[config.mk]
export PLATFORM = sky130hd
export DESIGN_NAME = mpmc_seq
export DESIGN_NICKNAME = d
export VERILOG_FILES = /design/src/verilog/mpmc_pkg.sv /design/src/verilog/mpmc_mcycle.sv /design/src/verilog/mpmc_seq.sv
export SDC_FILE = /design/constraint.sdc
export NUM_CORES = 1
export LEC_CHECK = 0
export BUFFER_PORTS_ARGS = -buffer_cell sky130_fd_sc_hd__buf_2
export CAP_MARGIN = 20
export CORE_ASPECT_RATIO = 1.75
export CORE_MARGIN = 5
export CORE_UTILIZATION = 35
export CTS_CLUSTER_DIAMETER = 40
export DETAILED_ROUTE_END_ITERATION = 12
export GPL_TIMING_DRIVEN = 0
export PLACE_DENSITY_LB_ADDON = 0.12
export SLEW_MARGIN = 20
export SYNTH_ARGS = -nofsm -noshare
export SYNTH_HDL_FRONTEND = slang
export SYNTH_SLANG_ARGS = --single-unit
[constraint.sdc]
create_clock -name clk_i -period 4.25 [get_ports clk_i]
set_input_delay 1.0625 -clock clk_i [delete_from_list [all_inputs] [get_ports clk_i]]
set_output_delay 1.0625 -clock clk_i [all_outputs]
set_load 0.005 [all_outputs]
[src/verilog/mpmc_pkg.sv]
/*
 Constants and carrier types for the power-mode and pin-control sequencer.
 Assumes the instruction core presents an execute strobe with the raw opcode, and bus requests.
*/
package mpmc_pkg;
  localparam logic [7:0] MPMC_OP_IDLE = 8'h01;
  localparam logic [7:0] MPMC_OP_STANDBY = 8'h63;
  localparam logic [7:0] MPMC_OP_CLKOUT = 8'h75;
  localparam logic [11:0] MPMC_VEC_RESET = 12'h000;
  localparam logic [11:0] MPMC_VEC_INT = 12'h003;
  localparam int MPMC_CLK_HZ = 25000000;
  localparam int MPMC_OSC_START_US = 5000;
  localparam int MPMC_OSC_START_CYC = MPMC_OSC_START_US * (MPMC_CLK_HZ / 1000000);
  localparam int MPMC_STAB_MCYC = 3;
  localparam int MPMC_MCYC_STATES = 5;
  localparam int MPMC_ROM_WORDS = 2048;
  localparam int MPMC_CNT_W = 20;
  localparam int MPMC_PH_W = 3;
  localparam logic [2:0] MPMC_PH_ALE = 3'h0;
  localparam logic [2:0] MPMC_PH_STRB_FIRST = 3'h1;
  localparam logic [2:0] MPMC_PH_STRB_LAST = 3'h3;

  typedef enum logic [1:0] {
    MPMC_BK_FETCH = 2'h0,
    MPMC_BK_READ = 2'h1,
    MPMC_BK_WRITE = 2'h2,
    MPMC_BK_EXP = 2'h3
  } mpmc_bus_kind_t;

  // For expander transfers wdata[3:0] is the command nibble, wdata[7:4] the data, addr[0] set means write.
  typedef struct packed {
    logic valid;
    mpmc_bus_kind_t kind;
    logic [11:0] addr;
    logic [7:0] wdata;
  } mpmc_bus_req_t;

  typedef struct packed {
    logic done;
    logic [7:0] rdata;
  } mpmc_bus_rsp_t;

  typedef struct packed {
    logic valid;
    logic [11:0] addr;
  } mpmc_resume_t;
endpackage

[src/verilog/mpmc_mcycle.sv]
/*
 Machine-cycle phase counter for the sequencer.
 Assumes en_i is low whenever the core clock is stopped, so the phase freezes.
*/
`timescale 1ns/10ps
`default_nettype none
module mpmc_mcycle #(
  parameter int STATES = 5
) (
  // Clock and reset
  input wire logic clk_i,
  input wire logic reset_i,
  // Control
  input wire logic en_i,
  // Phase
  output logic [2:0] phase_o,
  output logic cycle_end_o
);
  import mpmc_pkg::*;

  localparam logic [2:0] LAST = 3'(STATES - 1);
  logic [2:0] phase;
  logic [2:0] next_phase;

  assign cycle_end_o = en_i && (phase == LAST);
  assign phase_o = phase;

  always_comb begin
    next_phase = phase;
    if (en_i) begin
      next_phase = (phase == LAST) ? MPMC_PH_ALE : phase + 3'h1;
    end
  end

  always_ff @(posedge clk_i) begin
    if (reset_i) begin
      phase <= MPMC_PH_ALE;
    end else begin
      phase <= next_phase;
    end
  end
endmodule // mpmc_mcycle
`default_nettype wire

[src/verilog/mpmc_seq.sv]
/*
 Power-mode sequencer and pin control: idle, standby, stop, ROM verify,
 single step and the external bus strobes.
 Assumes the core freezes while core_run_o is low and reloads its PC from resume_o.
*/
`timescale 1ns/10ps
`default_nettype none
module mpmc_seq #(
  parameter int OSC_START_CYC = mpmc_pkg::MPMC_OSC_START_CYC,
  parameter int ROM_WORDS = mpmc_pkg::MPMC_ROM_WORDS,
  parameter int MCYC_STATES = mpmc_pkg::MPMC_MCYC_STATES
) (
  // Clock and reset
  input wire logic clk_i,
  input wire logic reset_i,
  // Mode pins
  input wire logic reset_pin_n_i,
  input wire logic stop_n_i,
  input wire logic external_fetch_force_i,
  input wire logic verify_level_i,
  input wire logic int_n_i,
  input wire logic single_step_n_i,
  input wire logic test_input_zero_i,
  input wire logic test_input_one_i,
  // Bus pins
  input wire logic [7:0] data_bus_i,
  output logic [7:0] data_bus_o,
  output logic data_bus_oe_o,
  input wire logic [3:0] port2_low_nibble_i,
  output logic [3:0] port2_low_nibble_o,
  output logic port2_low_nibble_oe_o,
  output logic test_input_zero_o,
  output logic test_input_zero_oe_o,
  output logic ale_o,
  output logic program_store_strobe_n_o,
  output logic rd_n_o,
  output logic wr_n_o,
  output logic expander_strobe_n_o,
  // Core side
  input wire logic op_exec_i,
  input wire logic [7:0] opcode_i,
  input wire logic [11:0] next_pc_i,
  input wire logic int_enable_i,
  input wire logic count_sel_i,
  input wire logic bus_latch_en_i,
  input wire logic [7:0] bus_latch_i,
  input wire logic port2_drive_i,
  input wire logic [3:0] port2_latch_i,
  input wire mpmc_pkg::mpmc_bus_req_t bus_req_i,
  output logic bus_take_o,
  output mpmc_pkg::mpmc_bus_rsp_t bus_rsp_o,
  output mpmc_pkg::mpmc_resume_t resume_o,
  output logic core_run_o,
  output logic osc_en_o,
  output logic irq_start_o,
  output logic test0_o,
  output logic test1_o,
  output logic count_pulse_o,
  // ROM port
  output logic [10:0] rom_addr_o,
  input wire logic [7:0] rom_data_i
);
  import mpmc_pkg::*;

  typedef enum logic [8:0] {
    S_RUN = 9'h001, S_IDLE = 9'h002, S_STANDBY = 9'h004,
    S_WAKE_OSC = 9'h008, S_WAKE_STAB = 9'h010, S_STOP = 9'h020,
    S_VERIFY = 9'h040, S_STEP = 9'h080, S_HELD = 9'h100
  } mpmc_state_t;

  localparam logic [MPMC_CNT_W-1:0] OSC_LAST = MPMC_CNT_W'(OSC_START_CYC - 1);
  localparam logic [MPMC_CNT_W-1:0] STAB_LAST = MPMC_CNT_W'(MPMC_STAB_MCYC - 1);

  function automatic logic is_external(input logic force_ext, input logic [11:0] addr);
    return force_ext || (32'(addr) >= ROM_WORDS);
  endfunction

  mpmc_state_t st_q, next_st;
  logic [MPMC_CNT_W-1:0] cnt_q, next_cnt;
  logic wake_int_q, next_wake_int;
  logic clkout_q, next_clkout;
  logic t0clk_q, next_t0clk;
  logic rst_prev_q, tone_prev_q;
  logic [7:0] vdata_q, next_vdata;
  logic [10:0] rom_addr_q, next_rom_addr;
  mpmc_bus_req_t cur_q, next_cur;
  mpmc_bus_rsp_t rsp_q, next_rsp;
  mpmc_resume_t res_q, next_res;
  logic [2:0] phase;
  logic cycle_end, running, strobe_on, ext_fetch;
  logic [10:0] verify_addr_in;
  logic [11:0] wake_addr;

  assign running = (st_q == S_RUN);
  assign verify_addr_in = {port2_low_nibble_i[2:0], data_bus_i};
  assign wake_addr = int_enable_i ? MPMC_VEC_INT : next_pc_i;

  // The phase counter also runs during stabilisation so that it can count machine cycles.
  mpmc_mcycle #(.STATES(MCYC_STATES)) u_mcycle (
    .clk_i(clk_i),
    .reset_i(reset_i),
    .en_i(running || st_q == S_WAKE_STAB),
    .phase_o(phase),
    .cycle_end_o(cycle_end)
  );

  always_comb begin
    next_st = st_q;
    next_cnt = cnt_q;
    next_wake_int = wake_int_q;
    next_clkout = clkout_q;
    next_t0clk = clkout_q ? ~t0clk_q : 1'b0;
    next_vdata = vdata_q;
    next_rom_addr = rom_addr_q;
    next_cur = cur_q;
    next_rsp = '{done: 1'b0, rdata: rsp_q.rdata};
    next_res = '{valid: 1'b0, addr: res_q.addr};
    unique case (st_q)
      S_RUN: begin
        if (op_exec_i && opcode_i == MPMC_OP_CLKOUT) begin
          next_clkout = 1'b1;
        end
        if (phase == MPMC_PH_STRB_LAST && cur_q.valid) begin
          next_rsp.done = 1'b1;
          if (cur_q.kind == MPMC_BK_EXP) begin
            next_rsp.rdata = {4'h0, port2_low_nibble_i};
          end else if (cur_q.kind == MPMC_BK_FETCH && !ext_fetch) begin
            next_rsp.rdata = rom_data_i;
          end else begin
            next_rsp.rdata = data_bus_i;
          end
        end
        if (cycle_end) begin
          next_cur = bus_req_i;
          next_rom_addr = bus_req_i.addr[10:0];
        end
        if (!reset_pin_n_i) begin
          next_st = S_HELD;
        end else if (op_exec_i && opcode_i == MPMC_OP_IDLE) begin
          next_st = S_IDLE;
        end else if (op_exec_i && opcode_i == MPMC_OP_STANDBY) begin
          next_st = S_STANDBY;
        end else if (!single_step_n_i && cycle_end && cur_q.valid && cur_q.kind == MPMC_BK_FETCH) begin
          next_st = S_STEP;
        end
      end
      S_IDLE: begin
        if (!reset_pin_n_i) begin
          next_st = S_HELD;
        end else if (!int_n_i) begin
          next_st = S_RUN;
          next_res = '{valid: 1'b1, addr: wake_addr};
        end
      end
      S_STANDBY: begin
        if (!reset_pin_n_i || !int_n_i) begin
          next_st = S_WAKE_OSC;
          next_cnt = '0;
          next_wake_int = reset_pin_n_i;
        end
      end
      S_WAKE_OSC: begin
        next_cnt = cnt_q + 1'b1;
        if (cnt_q == OSC_LAST) begin
          next_st = S_WAKE_STAB;
          next_cnt = '0;
        end
      end
      S_WAKE_STAB: begin
        if (cycle_end) begin
          next_cnt = cnt_q + 1'b1;
          if (cnt_q == STAB_LAST) begin
            if (wake_int_q && reset_pin_n_i) begin
              next_st = S_RUN;
              next_res = '{valid: 1'b1, addr: wake_addr};
            end else begin
              next_st = S_HELD;
            end
          end
        end
      end
      S_STOP: begin
        if (stop_n_i && reset_pin_n_i) begin
          next_st = S_RUN;
          next_res = '{valid: 1'b1, addr: MPMC_VEC_RESET};
        end
      end
      S_VERIFY: begin
        if (reset_pin_n_i && !rst_prev_q) begin
          next_rom_addr = verify_addr_in;
        end
        next_vdata = rom_data_i;
        if (!reset_pin_n_i && !verify_level_i) begin
          next_st = S_HELD;
        end
      end
      S_STEP: begin
        if (!reset_pin_n_i) begin
          next_st = S_HELD;
        end else if (single_step_n_i) begin
          next_st = S_RUN;
        end
      end
      S_HELD: begin
        next_clkout = 1'b0;
        if (!stop_n_i) begin
          next_st = S_STOP;
        end else if (verify_level_i) begin
          next_st = S_VERIFY;
        end else if (reset_pin_n_i) begin
          next_st = S_RUN;
          next_res = '{valid: 1'b1, addr: MPMC_VEC_RESET};
        end
      end
    endcase
    if (next_st != S_RUN) begin
      next_cur.valid = 1'b0;
    end
  end

  always_ff @(posedge clk_i) begin
    if (reset_i) begin
      st_q <= S_HELD;
      cnt_q <= '0;
      wake_int_q <= 1'b0;
      clkout_q <= 1'b0;
      t0clk_q <= 1'b0;
      rst_prev_q <= 1'b0;
      tone_prev_q <= 1'b0;
      vdata_q <= 8'h00;
      rom_addr_q <= 11'h000;
      cur_q <= '0;
      rsp_q <= '0;
      res_q <= '0;
    end else begin
      st_q <= next_st;
      cnt_q <= next_cnt;
      wake_int_q <= next_wake_int;
      clkout_q <= next_clkout;
      t0clk_q <= next_t0clk;
      rst_prev_q <= reset_pin_n_i;
      tone_prev_q <= test_input_one_i;
      vdata_q <= next_vdata;
      rom_addr_q <= next_rom_addr;
      cur_q <= next_cur;
      rsp_q <= next_rsp;
      res_q <= next_res;
    end
  end

  assign ext_fetch = is_external(external_fetch_force_i, cur_q.addr);
  assign strobe_on = running && cur_q.valid && phase >= MPMC_PH_STRB_FIRST && phase <= MPMC_PH_STRB_LAST;

  always_comb begin
    data_bus_o = bus_latch_i;
    data_bus_oe_o = bus_latch_en_i && running;
    port2_low_nibble_o = port2_latch_i;
    port2_low_nibble_oe_o = port2_drive_i && running;
    if (st_q == S_VERIFY) begin
      data_bus_o = vdata_q;
      data_bus_oe_o = reset_pin_n_i && rst_prev_q;
    end else if (running && cur_q.valid) begin
      unique case (cur_q.kind)
        MPMC_BK_FETCH: begin
          if (ext_fetch) begin
            port2_low_nibble_o = cur_q.addr[11:8];
            port2_low_nibble_oe_o = 1'b1;
            data_bus_o = cur_q.addr[7:0];
            data_bus_oe_o = (phase == MPMC_PH_ALE);
          end
        end
        MPMC_BK_EXP: begin
          port2_low_nibble_o = (phase == MPMC_PH_ALE) ? cur_q.wdata[3:0] : cur_q.wdata[7:4];
          port2_low_nibble_oe_o = (phase == MPMC_PH_ALE) || (strobe_on && cur_q.addr[0]);
        end
        default: begin
          data_bus_o = (phase == MPMC_PH_ALE) ? cur_q.addr[7:0] : cur_q.wdata;
          data_bus_oe_o = (phase == MPMC_PH_ALE) || (strobe_on && cur_q.kind == MPMC_BK_WRITE);
        end
      endcase
    end
  end

  assign ale_o = (running && phase == MPMC_PH_ALE) || st_q == S_STEP;
  assign program_store_strobe_n_o = !(strobe_on && cur_q.kind == MPMC_BK_FETCH && ext_fetch);
  assign rd_n_o = !(strobe_on && cur_q.kind == MPMC_BK_READ);
  assign wr_n_o = !(strobe_on && cur_q.kind == MPMC_BK_WRITE);
  assign expander_strobe_n_o = !(strobe_on && cur_q.kind == MPMC_BK_EXP);
  assign bus_take_o = cycle_end && running;
  assign bus_rsp_o = rsp_q;
  assign resume_o = res_q;
  assign rom_addr_o = rom_addr_q;
  assign core_run_o = running;
  assign osc_en_o = !(st_q == S_STANDBY || st_q == S_STOP);
  assign irq_start_o = running && int_enable_i && !int_n_i;
  assign test_input_zero_o = t0clk_q;
  assign test_input_zero_oe_o = clkout_q;
  assign test0_o = clkout_q ? 1'b0 : test_input_zero_i;
  assign test1_o = test_input_one_i;
  assign count_pulse_o = running && count_sel_i && tone_prev_q && !test_input_one_i;
endmodule // mpmc_seq
`default_nettype wire

# == After elaboration in Yosys (flattened, before gate mapping) ==
# Index checks and enable logic that the tools add are counted.
# totals
out_inout_bits,61
in_bits,90
register_bits,101
# op_classes
magnitude_cmp,3
bitwise,3
addsub,2
eq_ne,33
reduce_logical,67
mux,62
# op_table
operator,n
$mux 9,19
$mux 13,9
$pmux 9 s9,1
$mux 20,3
$pmux 20 s3,1
$pmux 13 s4,1
$mux 8,6
$logic_and 1x1->1,32
$mux 11,2
$pmux 11 s2,1
$add 20x1->20 const B,1
$eq 20x17->1 const B,1
$eq 20x2->1 const B,1
$ne 2x2->1 const B,10
$eq 8x7->1 const B,2
$mux 4,4
$pmux 8 s2,1
$ge 12x12->1 const B,1
$logic_not 1->1,12
$mux 12,1
$reduce_and 10->1,1
$eq 9x1->1 const B,1
$eq 9x2->1 const B,1
$eq 9x3->1 const B,1
other kinds (30),57

# == Logic depth before layout (Yosys ltp) ==
# logic_depth
ltp_word,13
ltp_mapped,10

# == Hierarchy ==
# A second synthesis with hierarchy kept.
# hier_totals
hier_cells,692
hier_area_um2,5363.9
# by_module_without_submodules
module,area_each_um2,cells_each,n_inst
mpmc_seq,5202.5,674,1
mpmc_mcycle,161.4,18,1

# == Worst setup path after synthesis ==
# No wires, ideal clock.
# synth_path
path_kind,input-to-output
from,in external_fetch_force_i
to,out data_bus_oe_o
arrival_time_ns,2.517
cell_stages,7
t_required_ns,3.188
path_slack_ns,0.671
path_cell_list,nor3b_1 > buf_1 > nor2_1 > o21bai_1 > a31oi_1 > o21ai_0 > a21boi_0
# synth_via
elab_chain_cells,5
# synth_rtl
element,line,text
"start, declared",mpmc_seq.sv:19,"input wire logic external_fetch_force_i,"
$logic_or 1x1->1,mpmc_seq.sv:75,return force_ext || (32'(addr) >= ROM_WORDS);
$mux 1,mpmc_seq.sv:265,if (ext_fetch) begin
$pmux 1 s2,mpmc_seq.sv:263,unique case (cur_q.kind)
$mux 1,mpmc_seq.sv:262,end else if (running && cur_q.valid) begin
$mux 1,mpmc_seq.sv:259,if (st_q == S_VERIFY) begin
"end, declared",mpmc_seq.sv:28,"output logic data_bus_oe_o,"
# No other way between the ends.

# == Final worst setup path ==
# Same ends and word-level chain as after synthesis.

==> impl_metrics.yaml <==
critical_path:
  max_stage_delay_ns: 0.51
  worst-endpoint-arrival_ns: 2.89
  cp-start-kind: "primary input"
  path_depth: 9
  path_cells: "buf_2, nor3b_1, buf_2, nor2_1, o21bai_1, a31oi_1, o21ai_0, a21boi_0, buf_2"
  worst-r2r-cell-count: 7
  end_kind: "output pin"
  crit_type: "primary input to output pin"
  required_ns: 3.19
  crit_buf_inv: 3
  crit_family: "compound AO/OA/AOI/OAI gates"
  crit_path_frequent_cell: "buf_2"
  path_max_fanout: 10
  slowest_stage: "o21bai_1"
timing:
  worst_slack_ns: 0.299
  period_needed_ns: 3.95
  worst_pin_slew_ns: 0.866
  timing.fmax_mhz: 253
  period_share: 0.930
  max_slew_margin: 0.414
  hold_viol_final: 0
  finalClockSkew_ns: 0.0142
  fin_setup_tns_ns: 0
  setup_viol: 0
  drv_slew: 0
  rsz0062_at_grt: "no"
grt:
  grt_use_total: 0.210
  grt_pass1_wl_um: 30500
  grt_max_degree: 20
  grt_pass1_vias: 5814
  gr-total-overflow: 0
  antenna_found_initial: 0
floorplanning:
  dieArea_mm2: 0.0184
  fp.dieW_um: 105
  rows: 60
  die_y_um: 176
  start_util: 0.357
  core_mm2: 0.0154
  pin_count: 151
routing:
  met2_length_um: 11400
  top_layer: "met4"
  viasPerCell: 5.36
  drtIter0Drc: 288
  drc: 0
  post_drt_wl_per_cell_um: 18.8
  first_pass_iters: 4
  totalWireLength_um: 20000
  dr_total_vias: 5699
  wl_met1_um: 6960
  drtAntennaViolNets: 0
  routed-wl-met3_um: 641
finish:
  drive_above_1_share: 0.226
  final_common_cell: "buf_2"
  area_growth_pct: 23.5
  nNetsFinal: 972
  fill_cells: 1652
  antenna_cells: 0
  final_util: 0.441
  fin_cells: 1063
  final_cell_mix: "155 x buf_2, 132 x nand2_1, 101 x dfxtp_1, 73 x nor2_1, 64 x a21oi_1"
  post-route-cell-area_mm2: 0.00679
synthesis:
  synth.distinct_cells: 75
  synth-edff-count: 0
  synth-main-ff-cell: "dfxtp_1"
  syn_inst: 713
  syn_area_per_cell_um2: 7.71
  synth-async-reset-ratio: 0
  syn_area_mm2: 0.00550
  yosysSeqAreaShare: 0.368
  synth_nets: 813
  ys_warn_count: 0
  synth_top_area_share: 0.368
  yosysTopAreaCell: "dfxtp_1"
  synthTopCellsByArea: "dfxtp_1 37%, nand2_1 9.0%, a21oi_1 5.8%"
  synth_seq_cells: 101
clocking:
  cts.path.max_buffers: 2
  cts_inserted_buffers: 9
  htreeDepth: 3
  clock_sinks: 101
  clock_latency_ns: 0.36
  cts_root_buffer: "clkbuf_16"
  clkTransAtPathRegs_ns: 0.07
  cts-hold-fix-buffers: 0
  cts_tree: "yes"
worst_hold_path:
  worstHoldPathCells: 1
  min_path_type: "register to register"
run:
  drv.max_cap_violation_count: 0
placement:
  hpwl_um: 16200
  gp_congestion: 0.928
  placedCellCount: 1047
  dp_slack_ns: -0.0521
  port_buffers: 148
  postPlaceCellArea_mm2: 0.00647
pwr:
  p_leak_nw: 2.70
  power.density_mw_per_mm2: 314
  ir_worst_vdd_uv: 180
run_status:
  status: "complete, no violations"
==> what timing repair did <==
item / CTS / global route
setup buffers: 0 / 0
hold endpoints to repair: 0 / 0
setup endpoints to repair: 1 / 0
gates resized for setup: 1 / 0
==> sequential cells by signal, indices dropped and copies added, names as in the netlist <==
| name | flops |
|---|---|
| bus_rsp_o | 9 |
| cnt_q | 20 |
| cur_q | 23 |
| resume_o | 13 |
| rom_addr_o | 11 |
| rst_prev_q | 1 |
| st_q | 9 |
| test_input_zero_o | 1 |
| test_input_zero_oe_o | 1 |
| tone_prev_q | 1 |
| u_mcycle.phase_o | 3 |
| vdata_q | 8 |
| wake_int_q | 1 |
==> through the flow <==
| step | hold WS (ns) | total power, mW |
|---|---|---|
| 2_1_floorplan | 0.423 | 1.14 |
| 3_3_place_gp | 0.400 | 1.27 |
| 3_5_place_dp | 0.407 | 1.27 |
| 4_1_cts | 0.417 | 2.16 |
| 5_1_grt | 0.443 | 2.21 |
| 6_report | 0.412 | 2.13 |
==> power breakdown <==
group | internal, mW | total, mW | switching, mW | leakage, nW
Combinational | 0.112 | 0.287 | 0.175 | 1.73
Sequential | 0.955 | 0.963 | 0.00761 | 0.815
Clock | 0.473 | 0.880 | 0.407 | 0.157
==> layer usage <==
metal,GRT usage,vias up
met4,0.112,0
met2,0.420,150
li1,-,2856
met3,0.0294,49
met5,0,-
met1,0.199,2644
==> path summary, 6_finish.rpt <==
path | from | end | slack [ns]
max | external_fetch_force_i | data_bus_oe_o | 0.30
min | test_input_zero_o | test_input_zero_o | 0.41
max reg2reg | st_q[6] | resume_o[4] | 1.31
min reg2reg | test_input_zero_o | test_input_zero_o | 0.41
==> synth_stat cells, types with 4 or more instances <==
cell type / number
and3_1: 7
inv_1: 19
and2_1: 5
buf_6: 4
dfxtp_1: 101
nor3_1: 23
nand4_1: 14
xnor2_1: 9
nand2_1: 132
buf_2: 6
nand3_1: 22
buf_1: 6
or3_1: 8
a21oi_1: 64
nor2_1: 73
nor2b_1: 6
o21ai_0: 29
nor3b_1: 8
nor4_1: 9
mux2i_1: 15
xor2_1: 10
a22o_1: 11
clkbuf_1: 26
buf_4: 4
a22oi_1: 13
ha_1: 10
a311oi_1: 11
==> layout make-up <==
cell class | count | area, um^2 | area share
sequential | 101 | 2020 | 0.298
tap | 186 | 233 | 0.0343
buffer | 46 | 226 | 0.0334
clock inverter | 7 | 91.3 | 0.0135
timing repair buffer | 148 | 741 | 0.109
multi-input combinational | 547 | 3180 | 0.468
inverter | 19 | 71.3 | 0.0105
clock buffer | 9 | 225 | 0.0332
==> worst reg2reg max path, delay by kind of cell, from the launching register on <==
kind / cells / cell delay (ns)
AO/OA/AOI/OAI: 2 / 0.46
AND/OR/NAND/NOR: 4 / 1.78
buffers and inverters: 1 / 0.26
flip-flops: 1 / 0.40
==> cells by family (layout without fill, tap and decap cells) <==
kind of cell             Yosys count  after routing  synth area share
AO/OA/AOI/OAI                    168            168             0.200
XOR/XNOR                          19             19            0.0303
adder cells (fa/ha/maj)           10             10            0.0228
buffers and inverters             65            229            0.0539
flip-flops                       101            101             0.368
multiplexers                      16             16            0.0294
AND/OR/NAND/NOR                  334            334             0.296
Note: power is estimated with default switching activity, not from simulation.
